$ cat src/ssc_pkg.sv
// package: register map, field layout, reset values and types of the standby clock control block
`default_nettype none

package ssc_pkg;

  // ==========================================================================
  // register map (byte offsets on the register bus)
  // ==========================================================================
  localparam int unsigned ADDR_W          = 4;
  localparam logic [3:0]  OFS_STBY_CTRL   = 4'h0;
  localparam logic [3:0]  OFS_SYS_CLK_CTRL = 4'h4;
  localparam logic [3:0]  OFS_STATUS      = 4'h8;

  // ==========================================================================
  // reset values and writable bits
  // ==========================================================================
  localparam logic [7:0]  STBY_CTRL_RST      = 8'h08;
  localparam logic [7:0]  SYS_CLK_CTRL_RST   = 8'h00;
  localparam logic [7:0]  STBY_CTRL_WMASK    = 8'hF8;
  localparam logic [7:0]  SYS_CLK_CTRL_WMASK = 8'hCF;

  // ==========================================================================
  // field positions
  // ==========================================================================
  localparam int unsigned STBY_ON_HALT_BIT   = 7;
  localparam int unsigned SETTLE_SEL_LSB     = 4;
  localparam int unsigned BUS_HOLD_BIT       = 3;
  localparam int unsigned CLKOUT_DIS_BIT     = 7;
  localparam int unsigned BMCLK_DIV_LSB      = 0;

  // ==========================================================================
  // settling waits in system clock cycles, indexed by the select code
  // ==========================================================================
  localparam int unsigned SETTLE_W     = 19;
  localparam int unsigned SETTLE_CYC_0 = 8192;
  localparam int unsigned SETTLE_CYC_1 = 16384;
  localparam int unsigned SETTLE_CYC_2 = 32768;
  localparam int unsigned SETTLE_CYC_3 = 65536;
  localparam int unsigned SETTLE_CYC_4 = 131072;
  localparam int unsigned SETTLE_CYC_5 = 262144;
  localparam int unsigned SETTLE_CYC_6 = 2048;
  localparam int unsigned SETTLE_CYC_7 = 16;

  // ==========================================================================
  // bus answers and types
  // ==========================================================================
  localparam logic [1:0]  RESP_OKAY   = 2'h0;
  localparam logic [1:0]  RESP_SLVERR = 2'h2;
  localparam int unsigned DIV_CNT_W   = 5;

  typedef enum logic [2:0] {
    PM_RUN,
    PM_SLEEP,
    PM_SUBSLEEP,
    PM_SW_STBY,
    PM_SETTLE,
    PM_HW_STBY
  } ssc_mode_t;

  typedef struct packed {
    logic [23:0] addr;
    logic [7:0]  chip_selects_n;
    logic        address_strobe_n;
    logic        read_strobe_n;
    logic        upper_write_strobe_n;
    logic        lower_write_strobe_n;
  } ssc_extbus_t;

  localparam ssc_extbus_t EXTBUS_RST = '{24'h000000, 8'hFF, 1'b1, 1'b1, 1'b1, 1'b1};

endpackage

`default_nettype wire

$ cat src/ssc_top.sv
// module: standby and system clock control registers with power mode sequencing
//
// Functional notes
// - standby control loads 08h, kept in software standby
// - halt enters sleep, subsleep or software standby
// - standby-on-halt changes only by write, reset or hardware standby
// - leaving software standby waits the settling time
// - settling code maps to listed cycle counts
// - standby control low three bits read zero
// - bus floats in software standby unless hold set
// - clock control loads 00h, kept in software standby
// - bit 7 disables clock output, default enabled
// - divider field selects full clock to /32
// - bits 6,3 writable; bits 5,4 read zero
//
// The register addresses and the AXI4-Lite register port were left to the implementer.
`default_nettype none
`timescale 1ns/100ps

module ssc_top
  import ssc_pkg::*;
#(
  parameter int unsigned SETTLE_CYC [8] = '{SETTLE_CYC_0, SETTLE_CYC_1, SETTLE_CYC_2,
                                            SETTLE_CYC_3, SETTLE_CYC_4, SETTLE_CYC_5,
                                            SETTLE_CYC_6, SETTLE_CYC_7}
)
(
  // clock and reset
  input  wire logic                   core_clk,
  input  wire logic                   sys_rst,
  // axi4-lite write address and data
  input  wire logic [ssc_pkg::ADDR_W-1:0] s_axi_awaddr,
  input  wire logic                   s_axi_awvalid,
  output logic                        s_axi_awready,
  input  wire logic [31:0]            s_axi_wdata,
  input  wire logic [3:0]             s_axi_wstrb,
  input  wire logic                   s_axi_wvalid,
  output logic                        s_axi_wready,
  output logic [1:0]                  s_axi_bresp,
  output logic                        s_axi_bvalid,
  input  wire logic                   s_axi_bready,
  // axi4-lite read
  input  wire logic [ssc_pkg::ADDR_W-1:0] s_axi_araddr,
  input  wire logic                   s_axi_arvalid,
  output logic                        s_axi_arready,
  output logic [31:0]                 s_axi_rdata,
  output logic [1:0]                  s_axi_rresp,
  output logic                        s_axi_rvalid,
  input  wire logic                   s_axi_rready,
  // power mode events
  input  wire logic                   hw_standby,
  input  wire logic                   halt_exec,
  input  wire logic                   subactive,
  input  wire logic                   wake_req,
  output ssc_pkg::ssc_mode_t          power_mode,
  output logic                        resume_done,
  output logic                        bus_master_clk_en,
  // external bus pins
  input  wire ssc_pkg::ssc_extbus_t   ext_bus_int,
  output ssc_pkg::ssc_extbus_t        ext_bus_o,
  output logic                        ext_bus_oe,
  // clock output pin
  output logic                        clkout_o,
  output logic                        clkout_oe
);

  // ==========================================================================
  // declarations
  // ==========================================================================
  logic              aw_got_r;
  logic              w_got_r;
  logic [ADDR_W-1:0] aw_addr_r;
  logic [7:0]        w_data_r;
  logic              w_lane0_r;
  logic              awready_r;
  logic              wready_r;
  logic              bvalid_r;
  logic [1:0]        bresp_r;
  logic              arready_r;
  logic              rvalid_r;
  logic [1:0]        rresp_r;
  logic [31:0]       rdata_r;
  logic [7:0]        stby_ctrl_r;
  logic [7:0]        stby_ctrl_nxt;
  logic [7:0]        sys_clk_ctrl_r;
  logic [7:0]        sys_clk_ctrl_nxt;
  ssc_mode_t         mode_r;
  ssc_mode_t         mode_nxt;
  logic              resume_r;
  logic              bmclk_en_r;
  ssc_extbus_t       ext_bus_r;
  ssc_extbus_t       ext_bus_nxt;
  logic              ext_bus_oe_r;
  logic              clkout_r;
  logic              clkout_nxt;
  logic              clkout_oe_r;

  // ==========================================================================
  // register decode, shared by the write and read paths
  // ==========================================================================
  function automatic logic [1:0] reg_sel(input logic [ADDR_W-1:0] a);
    logic [1:0] s;
    s = 2'h3;
    if (a == OFS_STBY_CTRL)
      s = 2'h0;
    else if (a == OFS_SYS_CLK_CTRL)
      s = 2'h1;
    else if (a == OFS_STATUS)
      s = 2'h2;
    return s;
  endfunction

  // ==========================================================================
  // write channel: address and data taken in either order
  // ==========================================================================
  logic       aw_fire;
  logic       w_fire;
  logic       aw_have;
  logic       w_have;
  logic       wr_do;
  logic [1:0] wr_sel;
  logic       wr_stby;
  logic       wr_sck;

  assign aw_fire = s_axi_awvalid & awready_r;
  assign w_fire  = s_axi_wvalid & wready_r;
  assign wr_do   = aw_got_r & w_got_r & ~bvalid_r;
  assign aw_have = (aw_got_r | aw_fire) & ~wr_do;
  assign w_have  = (w_got_r | w_fire) & ~wr_do;
  assign wr_sel  = reg_sel(aw_addr_r);
  // only byte lane 0 carries the 8-bit registers
  assign wr_stby = wr_do & w_lane0_r & (wr_sel == 2'h0);
  assign wr_sck  = wr_do & w_lane0_r & (wr_sel == 2'h1);

  always_ff @(posedge core_clk or posedge sys_rst)
  begin
    if (sys_rst)
    begin
      aw_got_r  <= 1'b0;
      w_got_r   <= 1'b0;
      aw_addr_r <= '0;
      w_data_r  <= 8'h00;
      w_lane0_r <= 1'b0;
      awready_r <= 1'b0;
      wready_r  <= 1'b0;
      bvalid_r  <= 1'b0;
      bresp_r   <= RESP_OKAY;
    end
    else
    begin
      aw_got_r  <= aw_have;
      w_got_r   <= w_have;
      awready_r <= ~aw_have;
      wready_r  <= ~w_have;
      if (aw_fire)
        aw_addr_r <= s_axi_awaddr;
      if (w_fire)
      begin
        w_data_r  <= s_axi_wdata[7:0];
        w_lane0_r <= s_axi_wstrb[0];
      end
      if (wr_do)
      begin
        bvalid_r <= 1'b1;
        bresp_r  <= (wr_sel[1]) ? RESP_SLVERR : RESP_OKAY;
      end
      else if (s_axi_bready)
        bvalid_r <= 1'b0;
    end
  end

  // ==========================================================================
  // control registers: reset and hardware standby load defaults
  // ==========================================================================
  assign stby_ctrl_nxt    = hw_standby ? STBY_CTRL_RST :
                            wr_stby ? (w_data_r & STBY_CTRL_WMASK) :
                            stby_ctrl_r;
  assign sys_clk_ctrl_nxt = hw_standby ? SYS_CLK_CTRL_RST :
                            wr_sck ? (w_data_r & SYS_CLK_CTRL_WMASK) :
                            sys_clk_ctrl_r;

  always_ff @(posedge core_clk or posedge sys_rst)
  begin
    if (sys_rst)
    begin
      stby_ctrl_r    <= STBY_CTRL_RST;
      sys_clk_ctrl_r <= SYS_CLK_CTRL_RST;
    end
    else
    begin
      stby_ctrl_r    <= stby_ctrl_nxt;
      sys_clk_ctrl_r <= sys_clk_ctrl_nxt;
    end
  end

  wire       standby_on_halt     = stby_ctrl_r[STBY_ON_HALT_BIT];
  wire [2:0] settle_time_select  = stby_ctrl_r[SETTLE_SEL_LSB +: 3];
  wire       bus_hold_in_standby = stby_ctrl_r[BUS_HOLD_BIT];
  wire       clkout_disable      = sys_clk_ctrl_r[CLKOUT_DIS_BIT];
  wire [2:0] bus_master_clk_div  = sys_clk_ctrl_r[BMCLK_DIV_LSB +: 3];

  // ==========================================================================
  // read channel
  // ==========================================================================
  logic        ar_fire;
  logic        rvalid_nxt;
  logic [1:0]  rd_sel;
  logic [31:0] rd_word;

  assign ar_fire    = s_axi_arvalid & arready_r;
  assign rvalid_nxt = ar_fire | (rvalid_r & ~s_axi_rready);
  assign rd_sel     = reg_sel(s_axi_araddr);
  assign rd_word    = (rd_sel == 2'h0) ? {24'h000000, stby_ctrl_r} :
                      (rd_sel == 2'h1) ? {24'h000000, sys_clk_ctrl_r} :
                      (rd_sel == 2'h2) ? {24'h000000, 5'h00, mode_r} :
                      32'h00000000;

  always_ff @(posedge core_clk or posedge sys_rst)
  begin
    if (sys_rst)
    begin
      arready_r <= 1'b0;
      rvalid_r  <= 1'b0;
      rresp_r   <= RESP_OKAY;
      rdata_r   <= 32'h00000000;
    end
    else
    begin
      arready_r <= ~rvalid_nxt;
      rvalid_r  <= rvalid_nxt;
      if (ar_fire)
      begin
        rdata_r <= rd_word;
        rresp_r <= (rd_sel == 2'h3) ? RESP_SLVERR : RESP_OKAY;
      end
    end
  end

  // ==========================================================================
  // power mode sequencing
  // ==========================================================================
  logic settle_done;

  ssc_settle_timer #(
    .SETTLE_CYC (SETTLE_CYC)
  ) u_settle (
    .core_clk (core_clk),
    .sys_rst  (sys_rst),
    .start    (mode_r == PM_SW_STBY && wake_req && !hw_standby),
    .abort    (hw_standby),
    .sel      (settle_time_select),
    .done     (settle_done)
  );

  always_comb
  begin
    mode_nxt = mode_r;
    if (hw_standby)
      mode_nxt = PM_HW_STBY;
    else
    begin
      unique case (mode_r)
        PM_RUN:
          if (halt_exec)
            mode_nxt = standby_on_halt ? PM_SW_STBY :
                       (subactive ? PM_SUBSLEEP : PM_SLEEP);
        PM_SLEEP, PM_SUBSLEEP:
          if (wake_req)
            mode_nxt = PM_RUN;
        PM_SW_STBY:
          if (wake_req)
            mode_nxt = PM_SETTLE;
        PM_SETTLE:
          if (settle_done)
            mode_nxt = PM_RUN;
        PM_HW_STBY:
          mode_nxt = PM_RUN;
        default:
          mode_nxt = PM_RUN;
      endcase
    end
  end

  always_ff @(posedge core_clk or posedge sys_rst)
  begin
    if (sys_rst)
    begin
      mode_r   <= PM_RUN;
      resume_r <= 1'b0;
    end
    else
    begin
      mode_r   <= mode_nxt;
      resume_r <= (mode_r == PM_SETTLE) && (mode_nxt == PM_RUN);
    end
  end

  // ==========================================================================
  // bus master clock and pins
  // ==========================================================================
  logic div_tick;
  logic in_stby;

  ssc_clk_div u_div (
    .core_clk (core_clk),
    .sys_rst  (sys_rst),
    .div_sel  (bus_master_clk_div),
    .tick     (div_tick)
  );

  assign in_stby     = (mode_r == PM_SW_STBY) || (mode_r == PM_SETTLE);
  // holding the bus freezes the last driven value rather than the live one
  assign ext_bus_nxt = (mode_nxt == PM_HW_STBY) ? EXTBUS_RST :
                       in_stby ? ext_bus_r : ext_bus_int;
  // the pin can only toggle at half rate since it must come from a flop
  assign clkout_nxt  = (mode_nxt == PM_RUN || mode_nxt == PM_SLEEP ||
                        mode_nxt == PM_SUBSLEEP) && !clkout_disable ?
                       ~clkout_r : 1'b1;

  always_ff @(posedge core_clk or posedge sys_rst)
  begin
    if (sys_rst)
    begin
      bmclk_en_r   <= 1'b0;
      ext_bus_r    <= EXTBUS_RST;
      ext_bus_oe_r <= 1'b0;
      clkout_r     <= 1'b1;
      clkout_oe_r  <= 1'b0;
    end
    else
    begin
      bmclk_en_r   <= div_tick && (mode_nxt == PM_RUN);
      ext_bus_r    <= ext_bus_nxt;
      ext_bus_oe_r <= (mode_nxt != PM_HW_STBY) &&
                      !((mode_nxt == PM_SW_STBY || mode_nxt == PM_SETTLE) &&
                        !bus_hold_in_standby);
      clkout_r     <= clkout_nxt;
      clkout_oe_r  <= (mode_nxt != PM_HW_STBY);
    end
  end

  // ==========================================================================
  // outputs
  // ==========================================================================
  assign s_axi_awready     = awready_r;
  assign s_axi_wready      = wready_r;
  assign s_axi_bvalid      = bvalid_r;
  assign s_axi_bresp       = bresp_r;
  assign s_axi_arready     = arready_r;
  assign s_axi_rvalid      = rvalid_r;
  assign s_axi_rresp       = rresp_r;
  assign s_axi_rdata       = rdata_r;
  assign power_mode        = mode_r;
  assign resume_done       = resume_r;
  assign bus_master_clk_en = bmclk_en_r;
  assign ext_bus_o         = ext_bus_r;
  assign ext_bus_oe        = ext_bus_oe_r;
  assign clkout_o          = clkout_r;
  assign clkout_oe         = clkout_oe_r;

  // ==========================================================================
  // checks
  // ==========================================================================
  logic [SETTLE_W-1:0] chk_len_r;
  logic [SETTLE_W-1:0] chk_exp_r;

  always_ff @(posedge core_clk or posedge sys_rst)
  begin
    if (sys_rst)
    begin
      chk_len_r <= '0;
      chk_exp_r <= '0;
    end
    else
    begin
      chk_len_r <= (mode_r == PM_SETTLE) ? chk_len_r + 1'b1 : '0;
      if (mode_r == PM_SW_STBY)
        chk_exp_r <= SETTLE_W'(SETTLE_CYC[settle_time_select]);
    end
  end

  a_stby_reset_val: assert property (@(posedge core_clk) disable iff (sys_rst)
    hw_standby |=> stby_ctrl_r == STBY_CTRL_RST && mode_r == PM_HW_STBY)
    else $error("standby control not reloaded by hardware standby");

  a_halt_to_standby: assert property (@(posedge core_clk) disable iff (sys_rst)
    mode_r == PM_RUN && halt_exec && standby_on_halt && !hw_standby
    |=> mode_r == PM_SW_STBY ##1 (mode_r == PM_SW_STBY || $past(wake_req) || $past(hw_standby)))
    else $error("halt did not enter software standby");

  a_halt_to_sleep: assert property (@(posedge core_clk) disable iff (sys_rst)
    mode_r == PM_RUN && halt_exec && !standby_on_halt && !hw_standby
    |=> mode_r == ($past(subactive) ? PM_SUBSLEEP : PM_SLEEP))
    else $error("halt did not enter sleep or subsleep");

  a_halt_bit_kept: assert property (@(posedge core_clk) disable iff (sys_rst)
    !wr_stby && !hw_standby |=> $stable(standby_on_halt))
    else $error("standby-on-halt changed without a write");

  a_settle_length: assert property (@(posedge core_clk) disable iff (sys_rst)
    mode_r == PM_SETTLE && mode_nxt == PM_RUN |-> chk_len_r + 1'b1 == chk_exp_r)
    else $error("settling wait has the wrong length");

  a_reserved_zero: assert property (@(posedge core_clk) disable iff (sys_rst)
    ar_fire && rd_sel == 2'h0 |=> rdata_r[2:0] == 3'h0)
    else $error("standby control low bits read back nonzero");

  a_fixed_zero: assert property (@(posedge core_clk) disable iff (sys_rst)
    ar_fire && rd_sel == 2'h1 |=> rdata_r[5:4] == 2'h0)
    else $error("clock control fixed bits read back nonzero");

  a_bus_float: assert property (@(posedge core_clk) disable iff (sys_rst)
    mode_nxt == PM_SW_STBY && !bus_hold_in_standby |=> !ext_bus_oe ##1 1'b1)
    else $error("bus driven in standby with hold clear");

  a_bus_hold: assert property (@(posedge core_clk) disable iff (sys_rst)
    mode_r == PM_SW_STBY && $past(mode_r) == PM_SW_STBY && bus_hold_in_standby
    |-> ext_bus_oe && $stable(ext_bus_o))
    else $error("bus not held in standby with hold set");

  a_sck_reset_val: assert property (@(posedge core_clk) disable iff (sys_rst)
    hw_standby |=> sys_clk_ctrl_r == SYS_CLK_CTRL_RST && !clkout_oe)
    else $error("clock control not reloaded by hardware standby");

  // the pin follows the mode on the same edge but the disable bit one edge late, so a fresh disable bit is judged a cycle on
  a_clkout_high: assert property (@(posedge core_clk) disable iff (sys_rst)
    in_stby || (clkout_disable && $past(clkout_disable)) |-> clkout_o)
    else $error("clock pin not held high");

endmodule

`default_nettype wire

$ cat src/ssc_settle_timer.sv
// module: oscillator settling wait counter for leaving software standby
`default_nettype none
`timescale 1ns/100ps

module ssc_settle_timer
  import ssc_pkg::*;
#(
  parameter int unsigned SETTLE_CYC [8] = '{SETTLE_CYC_0, SETTLE_CYC_1, SETTLE_CYC_2,
                                            SETTLE_CYC_3, SETTLE_CYC_4, SETTLE_CYC_5,
                                            SETTLE_CYC_6, SETTLE_CYC_7}
)
(
  // clock and reset
  input  wire logic       core_clk,
  input  wire logic       sys_rst,
  // control
  input  wire logic       start,
  input  wire logic       abort,
  input  wire logic [2:0] sel,
  // status
  output logic            done
);

  logic [SETTLE_W-1:0] cnt_r;
  logic [SETTLE_W-1:0] cnt_nxt;

  // ==========================================================================
  // count down the loaded wait; done marks the last waiting cycle
  // ==========================================================================
  assign cnt_nxt = abort ? '0 :
                   start ? SETTLE_W'(SETTLE_CYC[sel]) :
                   (cnt_r != '0) ? cnt_r - 1'b1 : cnt_r;
  assign done    = (cnt_r == SETTLE_W'(1));

  always_ff @(posedge core_clk or posedge sys_rst)
  begin
    if (sys_rst)
      cnt_r <= '0;
    else
      cnt_r <= cnt_nxt;
  end

endmodule

`default_nettype wire

$ cat src/ssc_clk_div.sv
// module: medium-speed prescaler giving the bus master clock enable
`default_nettype none
`timescale 1ns/100ps

module ssc_clk_div
  import ssc_pkg::*;
(
  // clock and reset
  input  wire logic       core_clk,
  input  wire logic       sys_rst,
  // selection
  input  wire logic [2:0] div_sel,
  // one-cycle enable at the selected rate
  output logic            tick
);

  logic [DIV_CNT_W-1:0] cnt_r;

  // codes 11x are undefined; they fall back to the full clock
  function automatic logic div_match(input logic [DIV_CNT_W-1:0] c, input logic [2:0] s);
    logic m;
    m = 1'b1;
    case (s)
      3'h1: m = &c[0:0];
      3'h2: m = &c[1:0];
      3'h3: m = &c[2:0];
      3'h4: m = &c[3:0];
      3'h5: m = &c[4:0];
      default: m = 1'b1;
    endcase
    return m;
  endfunction

  assign tick = div_match(cnt_r, div_sel);

  always_ff @(posedge core_clk or posedge sys_rst)
  begin
    if (sys_rst)
      cnt_r <= '0;
    else
      cnt_r <= cnt_r + 1'b1;
  end

endmodule

`default_nettype wire

$ cat config.mk
export PLATFORM = sky130hd
export DESIGN_NAME = ssc_top
export DESIGN_NICKNAME = d
export VERILOG_FILES = /design/src/ssc_pkg.sv /design/src/ssc_top.sv /design/src/ssc_settle_timer.sv /design/src/ssc_clk_div.sv
export SDC_FILE = /design/constraint.sdc
export NUM_CORES = 1
export LEC_CHECK = 0
export ABC_AREA = 0
export BUFFER_PORTS_ARGS = -buffer_cell sky130_fd_sc_hd__buf_2
export CORE_MARGIN = 3
export CORE_UTILIZATION = 45
export CTS_CLUSTER_SIZE = 20
export DETAILED_ROUTE_END_ITERATION = 7
export PLACE_DENSITY = 0.73
export SLEW_MARGIN = 20
export SYNTH_ARGS = -nofsm -noshare
export SYNTH_HDL_FRONTEND = slang
export SYNTH_SLANG_ARGS = --single-unit
$ cat constraint.sdc
create_clock -name core_clk -period 9 [get_ports core_clk]
set_input_delay 1.8 -clock core_clk [delete_from_list [all_inputs] [get_ports core_clk]]
set_output_delay 1.8 -clock core_clk [all_outputs]
set_load 0.05 [all_outputs]
Yosys cells after proc, flatten, opt, wreduce, memory -nomap -nowiden:

Memory sizes are Yosys's and may differ from the RTL's.
Index checks and enable logic that the tools add are counted.

* add/sub/neg operators: 2
* order comparisons: 1
* equal/unequal tests: 25
* muxes and demuxes: 34
* bitwise operators: 22
* reduce and logical (&&, ||, !) cells: 31

Operator list (count)
* 19-bit two-way mux: 5
* 36-bit two-way mux: 2
* 8-bit two-way mux: 6
* 19-bit by 1-bit equality test with 1-bit output (second input constant): 1
* 19-bit nonzero test: 1
* 19-bit by 1-bit subtractor with 19-bit output (second input constant): 1
* 3-bit by 2-bit equality test with 1-bit output (second input constant): 6
* 3-bit two-way mux: 6
* 2-bit two-way mux: 8
* 3-bit equality test (second input constant): 5
* 3-bit case mux with 4 select lines: 1
* 1-bit AND: 11
* 3-bit by 1-bit equality test with 1-bit output (second input constant): 3
* 4-bit by 3-bit equality test with 1-bit output (second input constant): 2
* 4-bit equality test (second input constant): 2
* 4-bit logical NOT: 2
* 1-bit logical AND: 7
* 1-bit NOT: 7
* 3-bit logical NOT: 2
* 2-bit nonzero test: 3
* 5-bit by 1-bit adder with 5-bit output (second input constant): 1
* 1-bit two-way mux: 5
* 1-bit case mux with 5 select lines: 1
* 5-bit AND reduction: 1
* 15 further kinds: 26

* register bits: 140
* memory bits (read-only): 256
* input port bits: 91
* output and inout port bits: 85
* logic and storage cells: 145
* memories kept: 1

Memory list
* (no name shown): depth 8, bits a word 32, read ports 1, clocked after memory_dff 0, wr ports 0, line ssc_top.sv:378 `chk_exp_r <= SETTLE_W'(SETTLE_CYC[settle_time_select]);`

Logic depth before layout (Yosys ltp):

Gate-level depths: netlist (run 1).

* word-level depth: 10
* depth in mapped cells: 7
* depth with buffers taken out: 7

Cells and area by module:

A second synthesis (run 1) with hierarchy kept.

* cell total of the unflattened synthesis: 501
* area total of the unflattened synthesis: 5084.9 µm²

Modules (own cells, without submodules)
* ssc_top: times used 1, cells each 348, area each 3628.5 µm², sequential area each 2144.6 µm²
* ssc_settle_timer: times used 1, cells each 133, area each 1218.7 µm², sequential area each 475.5 µm²
* ssc_clk_div: times used 1, cells each 20, area each 237.7 µm², sequential area each 125.1 µm²

Least setup slack after synthesis (run 1):

OpenSTA, ideal clock, no wires.

* path type: input to register
* from: input hw_standby
* to: register u_settle.cnt_r[14]
* library setup time: 0.099 ns
* arrival time: 3.001 ns
* required time: 8.901 ns
* path slack: 5.900 ns
* stages on the path: 6
* buffers on the path: 1
* cells stage by stage: clkbuf_1 -> inv_1 -> nand3_1 -> nor2_1 -> or3_1 -> a311oi_1

* longest elaborated chain between the ends: 4
* elaborated cells between the ends (all ways): 5
* those cells by class: mux (2); reduce/logical (3)

RTL lines
* from (decl): line ssc_top.sv:51 `input wire logic hw_standby,`
* 1-bit logical NOT: line ssc_top.sv:249 `.start (mode_r == PM_SW_STBY && wake_req && !hw_standby),`
* 1-bit logical AND: line ssc_top.sv:249
* 19-bit two-way mux: line ssc_settle_timer.sv:31 `start ? SETTLE_W'(SETTLE_CYC[sel]) :`
* 19-bit two-way mux: line ssc_settle_timer.sv:30 `assign cnt_nxt = abort ? '0 :`
* to (signal assigned): line ssc_settle_timer.sv:40 `cnt_r <= cnt_nxt;`
* to (decl): line ssc_settle_timer.sv:24 `logic [SETTLE_W-1:0] cnt_r;`

Several ways; a longest one is shown, not always the timed one.
A chain may end at the register's enable or synchronous reset.

Worst setup path in the final report (run 1):

Same ends and word-level chain as after synthesis.

==> summary.txt, run 1 <==
Critical path
  • Reg-to-reg startpoint: u_settle.cnt_r[0]
  • Worst endpoint data arrival time: 4.37 ns
  • CP Cell Sequence: buf_2 -> inv_1 -> nand3_1 -> nor2_1 -> or3_1 -> a311oi_1
  • Path depth of the worst reg2reg path: 7
  • CP Class: primary input to flop
  • Critical Path Sink: u_settle.cnt_r[14]
  • Delay of the slowest critical-path stage: around 0.65 ns
  • CP Data Required Time: 9.27 ns
  • CP top delay family: buffers and inverters
  • Setup crit end kind: flop
  • Critical path depth: 6
  • Critical-path top delay cell: buf_2
  • R2r setup slk: 6.78 ns
  • Critical R2R Capture: u_settle.cnt_r[12]
  • CP Launch Type: primary input
  • Crit Path Max Fanout: 45
  • CP Buf/Inv Count: 2
  • Critical Path Start: hw_standby

Timing
  • Unrepaired setup endpoints after global routing: no
  • Worst slew pin tran: between 0.8 and 0.9 ns
  • Rel. slew slack: 42.9%
  • Period utilization: about 46%
  • Setup TNS: 0 ns
  • Worst clock skew: 0.0154 ns
  • Max Clock Freq: 244 MHz
  • Count of pins over their slew limit: 0
  • Final-report setup violation count: 0
  • Final Hold Fails: 0
  • Final critical-path required period: approximately 4.1 ns

Layout
  • Antenna diodes: 0
  • Cell Count, Final, Fillers Out: ~750
  • Fillcell total: approximately 950
  • Share of layout cells above drive strength 1: 28.6%
  • Final cell utilization of the core: 54.8%
  • Nets: 710
  • Layout area overhead: 15.8%

Yosys
  • Cell taking the most area after synthesis: dfrtp_1
  • Cells after synthesis: 502
  • Top post-synthesis cells by count: nand2_1, dfrtp_1, a21oi_1
  • Ys flop type: dfrtp_1
  • Syn Area/Cell: 10.0 sq um
  • Number of flops mapped to enable cells by yosys: 0
  • Count leader, synth: nand2_1
  • Register bit total from synthesis: 109
  • Sequential share of the synthesized area: 54.7%
  • Synth unique cells: between 40 and 50
  • Area of the mapped netlist: 0.00502 sq mm
  • Share of the synthesized area in the top cell type: about 47%
  • YS warnings: 0
  • Area contributors post-synth: dfrtp_1, nand2_1, dfstp_2, buf_4, a21oi_1
  • Synth async-reset ratio: 100%

Clock tree
  • Clk buf depth: 2
  • Clk sinks: 109
  • CTS buffer count: 9
  • Max H-tree Level: 3
  • CTS tree: yes
  • Hold Buf Count CTS: 0
  • Root Driver: clkbuf_8
  • Setup Fix Bufs, Post-CTS: 0
  • CTS resizes: 0
  • Clk slew on worst S/H paths: about 0.11 ns
  • Clock Latency Late Sink: between 0.3 and 0.4 ns

Placement
  • Routability-driven placement congestion ratio: 0.873
  • Number of port buffers: between 100 and 150
  • Placed Cells: 738
  • Placed wire-length estimate: 7.99 mm

Floorplan
  • Die area: 0.0125 sq mm
  • Die Y-Extent: about 110 microns
  • Row cnt: 37
  • Die X: 112 microns
  • IO Count: between 150 and 200
  • Core ar.: about 0.011 sq mm
  • Initial Utilization: 47.3%

Route
  • Antenna-violating nets left: 0
  • Via count: around 4,000
  • Wirelength per Cell: about 15 microns
  • Routed WL: 11.1 mm
  • Initial drt markers: 229
  • Initial DRT Pass Iterations: 4
  • Vias per cell: 5.16
  • Residual DRC count: 0

Global route
  • Largest net degree at the start of global routing: 67
  • Total track usage: 18.6%
  • Initial antenna violation count: 1
  • Global-route wire length before repair: between 15 and 20 mm
  • Vias in the first global route: just under 4,000
  • GR Overflow Total: 0

Power
  • Sequential Power Share: a little under half
  • PwrDens: 259 mW/mm^2
  • Combinational power share: 36.4%
  • VDD IR max: approximately 0.11 mV
  • Switch Pwr: approximately 0.00061 W
  • Sw Share: 40.7%
  • LEAKAGE: 2.84 nW
  • Int Power: a little under 0.0009 W
  • Clock network fraction of design power: 18.4%

Run
  • Max cap viols: 0

Outcome
  • Status: complete, no violations

Worst hold path
  • Hold crit path type: flop to flop
flip-flops by register name (all words and copies together), names as in the netlist, 3 cells and up:
register	cells
w_data_r	8
aw_addr_r	4
u_settle.cnt_r	19
power_mode	3
s_axi_rdata	8
u_div.cnt_r	5
sys_clk_ctrl_r	6
ext_bus_o	36
stby_ctrl_r	5
layout by cell type (no fill, tap or decap), types with 2 or more instances in the layout:
cell type / count
nand3_1: 20
dfstp_2: 14
nand4_1: 3
nor2b_1: 2
o211ai_1: 6
o21ai_0: 12
conb_1: 26
a32oi_1: 4
clkbuf_8: 9
clkbuf_1: 2
inv_6: 3
ha_1: 6
a31oi_1: 4
nor3_1: 6
clkinv_4: 2
o31ai_1: 5
a211oi_1: 3
nand2_1: 100
a21oi_1: 37
xnor2_1: 4
nand3b_1: 3
o22ai_1: 5
xor2_1: 8
inv_1: 14
dfrtp_1: 95
nor4_2: 2
nor4_1: 4
nor4_4: 2
nand2b_1: 3
or3_1: 6
buf_2: 122
mux2i_1: 15
and2_1: 3
nor2_1: 33
buf_4: 3
mux2_2: 13
and3_1: 2
per-layer routing:
layer	vias to the layer above	GRT usage [%]	part of all wire, %
li1	1887	-	-
met1	1831	25.1	43
met3	14	6.52	11
met2	158	28.4	45
met4	2	5.52	1.0
met5	-	0	0.12
kinds of logic after synthesis:
kind of cell / after synthesis / synth area share [%]
AO/OA/AOI/OAI: 83 / 9.92
buffers and inverters: 65 / 6.81
flip-flops: 109 / 54.7
multiplexers: 28 / 5.91
AND/OR/NAND/NOR: 198 / 19.0
other: 1 / 0.0747
adder cells (fa/ha/maj): 6 / 1.50
XOR/XNOR: 12 / 2.09
layout make-up:
type	count	area, sq um	share of cell area, %
flip-flops and latches	109	2750	47.2
multi-input cells	353	2030	34.9
repair buffers	125	633	10.9
well taps	136	170	2.93
clock buffers	11	131	2.26
inverters	15	58.8	1.01
clock inverters	5	43.8	0.753
metrics by stage:
| stage | cell area, sq um | total power [W] | worst slack (ns) | hold WS, ns |
|---|---|---|---|---|
| after floorplan | 5110 | 0.00112 | 4.35 | 0.438 |
| after global placement | 5640 | 0.00122 | 4.58 | 0.457 |
| after detailed placement | 5640 | 0.00124 | 4.49 | 0.462 |
| after CTS | 5810 | 0.00151 | 4.93 | 0.482 |
| after global routing | 5810 | 0.00161 | 4.67 | 0.513 |
| final | 5810 | 0.00151 | 4.90 | 0.483 |
power by group through the flow:
| stage | Clock, W | Combinational (W) | Sequential (W) |
|---|---|---|---|
| 5_1_grt | 0.000307 | 0.000602 | 0.000697 |
| 2_1_floorplan | 0 | 0.000351 | 0.000771 |
| 6_report | 0.000277 | 0.000548 | 0.000681 |
| 3_3_place_gp | 0 | 0.000535 | 0.000683 |
| 4_1_cts | 0.000283 | 0.000551 | 0.000680 |
| 3_5_place_dp | 0 | 0.000550 | 0.000689 |
how the worst min path moves through the flow:
stage	from	end	slack (ns)	cells after the start
6_report	u_div.cnt_r[3]	u_div.cnt_r[3]	0.48	1
5_1_grt	u_div.cnt_r[3]	u_div.cnt_r[3]	0.51	1
4_1_cts	u_div.cnt_r[3]	u_div.cnt_r[3]	0.48	1
3_5_place_dp	u_div.cnt_r[3]	u_div.cnt_r[3]	0.46	1
3_3_place_gp	u_div.cnt_r[3]	u_div.cnt_r[3]	0.46	1
2_1_floorplan	u_div.cnt_r[3]	u_div.cnt_r[3]	0.44	1
No activity file was read; power rests on OpenSTA's default activity.
==> run 2, diff against run 1 <==
--- a/config.mk
+++ b/config.mk
@@ -11,7 +11,7 @@
 export CORE_UTILIZATION = 45
 export CTS_CLUSTER_SIZE = 20
 export DETAILED_ROUTE_END_ITERATION = 7
-export PLACE_DENSITY = 0.73
+export PLACE_DENSITY = 0.76
 export SLEW_MARGIN = 20
 export SYNTH_ARGS = -nofsm -noshare
 export SYNTH_HDL_FRONTEND = slang
==> constraint.sdc (replaced) <==
create_clock -name core_clk -period 3.4 [get_ports core_clk]
set_input_delay 0.68 -clock core_clk [delete_from_list [all_inputs] [get_ports core_clk]]
set_output_delay 0.68 -clock core_clk [all_outputs]
set_load 0.05 [all_outputs]
==> run 2 against run 1 <==
Clock skew fell by 0.00088 ns. Critical path depth is 1 higher. Register-to-register slack got worse by 5.6 ns. Hold slack worse by 0.020 ns. Cell area up 1.7%. Worst setup slack got worse by 3.7 ns. Routed wire length grew 2.2%. Final cell count up 0.66%. Via count rose by 1.9%. Total power rose to 2.8 times the previous value. Non-clock buffer count up 5. Flip-flop and latch count unchanged. Highest routed layer is now met4.
==> summary.txt, run 2 (synthesis gave the netlist of run 1 again) <==
Critical path
  • CP top delay family: simple AND/OR/NAND/NOR gates
  • Delay of the slowest critical-path stage: 0.48 ns (-0.17 ns)
  • Crit Path Max Fanout: 8 (-82%)
  • CP Class: flop to flop
  • Critical-path top delay cell: nor3b_2
  • CP Buf/Inv Count: 1 (-1)
  • Setup crit end kind: flop
  • CP Launch Type: flop
  • CP Data Required Time: 3.71 ns (-5.56 ns)
  • CP Cell Sequence: inv_1 -> ha_1 -> nor3b_2 -> and3_1 -> o31ai_1 -> or4_1 -> a21oi_1
  • Worst endpoint data arrival time: 2.55 ns (-1.82 ns)

Route
  • Initial DRT Pass Iterations: 4 (unchanged)
  • Antenna-violating nets left: 0 (unchanged)
  • Initial drt markers: 244 (+6.6%)
  • Routed WL: 11.4 mm (+2.2%)
  • Wirelength per Cell: 15.0 microns (+1.6%)
  • Vias per cell: 5.23 (+1.3%)
  • Residual DRC count: 0 (unchanged)
  • Via count: 3,967 (+1.9%)

Global route
  • Vias in the first global route: 4,015 (+2.2%)
  • Largest net degree at the start of global routing: 47 (-30%)
  • GR Overflow Total: 0 (unchanged)
  • Initial antenna violation count: 0 (-1)
  • Grt met2 use: 29.5% (+1.0 points)
  • Grt met1 use: 24.7% (-0.38 points)
  • Global-route wire length before repair: 19.2 mm (+1.2%)
  • Global route hottest layer: met2
  • Total track usage: 18.9% (+0.31 points)
  • Met3 Use GR: 6.47% (-0.054 points)

Placement
  • Placed wire-length estimate: 8.13 mm (+1.7%)
  • Placed cell areas: 0.00568 sq mm (+0.69%)
  • Routability-driven placement congestion ratio: 0.833 (-4.5%)
  • Number of port buffers: 122 (unchanged)
  • Pre-CTS WS: 1.07 ns (-3.43 ns)

Timing
  • Max Clock Freq: 445 MHz
  • Final critical-path required period: roughly 2.2 ns
  • PnR worst setup slack: 1.15 ns (-3.74 ns)
  • Count of pins over their slew limit: 0 (unchanged)
  • Final Hold Fails: 0 (unchanged)
  • Unrepaired setup endpoints after global routing: no
  • Worst clock skew: 0.0145 ns (-0.000881 ns)
  • Worst slew pin tran: 0.931 ns (+0.0749 ns)
  • Final-report setup violation count: 0 (unchanged)
  • Rel. slew slack: 37.8% (-5.1 points)
  • Setup TNS: 0 ns (unchanged)
  • Period utilization: 66.0%

Clock tree
  • Clk slew on worst S/H paths: 0.12 ns (about the same)
  • Clk sinks: 109 (unchanged)
  • Root Driver: clkbuf_8
  • Max H-tree Level: 3 (unchanged)
  • Clock Latency Late Sink: 0.39 ns (+0.02 ns)
  • CTS tree: yes
  • CTS resizes: 0 (unchanged)
  • Hold Buf Count CTS: 0 (unchanged)
  • Setup Fix Bufs, Post-CTS: 0 (unchanged)
  • Clk buf depth: 2 (unchanged)
  • CTS buffer count: 9 (unchanged)

Floorplan
  • IO Count: 176 (unchanged)
  • Die X: 112 microns (unchanged)
  • Core ar.: 0.0106 sq mm (unchanged)
  • Die Y-Extent: 112 microns (unchanged)
  • Initial Utilization: 47.3% (unchanged)
  • Row cnt: 37 (unchanged)
  • Die area: 0.0125 sq mm (unchanged)

Outcome
  • Status: complete, no violations

Layout
  • Antenna diodes: 0 (unchanged)
  • Number of flip-flops in the largest register: 36 (unchanged)
  • Fillcell total: 931 (-1.7%)
  • Nets: 715 (+0.70%)
  • Layout area overhead: 17.7%
  • Area occupied by multi-input gates: 0.00203 sq mm (unchanged)
  • Final Cell Area: 0.00591 sq mm (+1.7%)
  • Share of layout cells above drive strength 1: 29.5% (+0.89 points)
  • Most frequent cells in the layout: buf_2, nand2_1, dfrtp_1
  • Seq. cell area: 0.00275 sq mm (unchanged)
  • Most common cell after layout, fill and taps aside: buf_2

Worst hold path
  • Hold crit path type: primary input to flop

Power
  • PwrDens: 710 mW/mm^2 (+170%)
  • LEAKAGE: 2.89 nW (+1.7%)
  • VDD IR max: 0.291 mV (+160%)

Run
  • Max cap viols: 0 (unchanged)
-- run 2: cell count changes in the layout (fill, tap and decap cells not counted) --
| cell | delta |
|---|---|
| buf_4 | +5 |
| bufinv_16 | +2 |
| clkbuf_1 | -2 |
| clkinv_4 | -2 |
| inv_8 | +2 |
| clkinvlp_4 | +1 |
| inv_4 | -1 |
-- run 2: layer usage --
metal  up-vias  wire length [microns]
li1       1895                      -
met1      1904                   4910
met2       156                   5220
met3        12                   1100
met4         0                    133
met5         -                      0
-- run 2: final timing paths --
path	cells after the start	startpoint	endpoint	slack, ns
worst max register to register	7	u_settle.cnt_r[0]	u_settle.cnt_r[12]	1.15
worst max-delay path	7	u_settle.cnt_r[0]	u_settle.cnt_r[12]	1.15
worst min-delay path	2	s_axi_bready	s_axi_bvalid	0.46
max in group asynchronous	3	sys_rst	power_mode[1]	2.05
worst min register to register	1	u_div.cnt_r[3]	u_div.cnt_r[3]	0.48
min in group asynchronous	2	sys_rst	ext_bus_o[24]	0.47
-- run 2: cell type report --
cell class / instances / area share, %
well taps: 136 / 2.88
clock buffers: 9 / 2.10
flip-flops and latches: 109 / 46.5
clock inverters: 7 / 1.84
multi-input cells: 353 / 34.3
inverters: 15 / 1.02
repair buffers: 130 / 11.4
-- run 2: power breakdown --
| part | internal [W] | switching [W] |
|---|---|---|
| clock | 0.000433 | 0.000476 |
| sequential | 0.00157 | 0.000238 |
| combinational | 0.000521 | 0.000959 |
-- run 2: stage by stage --
| step | hold slack (ns) | total power (W) | utilization, % | std cells |
|---|---|---|---|---|
| after floorplan | 0.438 | 0.00297 | - | 527 |
| after global placement | 0.456 | 0.00323 | 53.5 | 743 |
| after detailed placement | 0.466 | 0.00330 | 53.5 | 743 |
| after CTS | 0.453 | 0.00422 | 55.7 | 759 |
| after global routing | 0.451 | 0.00444 | 55.7 | 759 |
| final | 0.463 | 0.00419 | 55.7 | 759 |
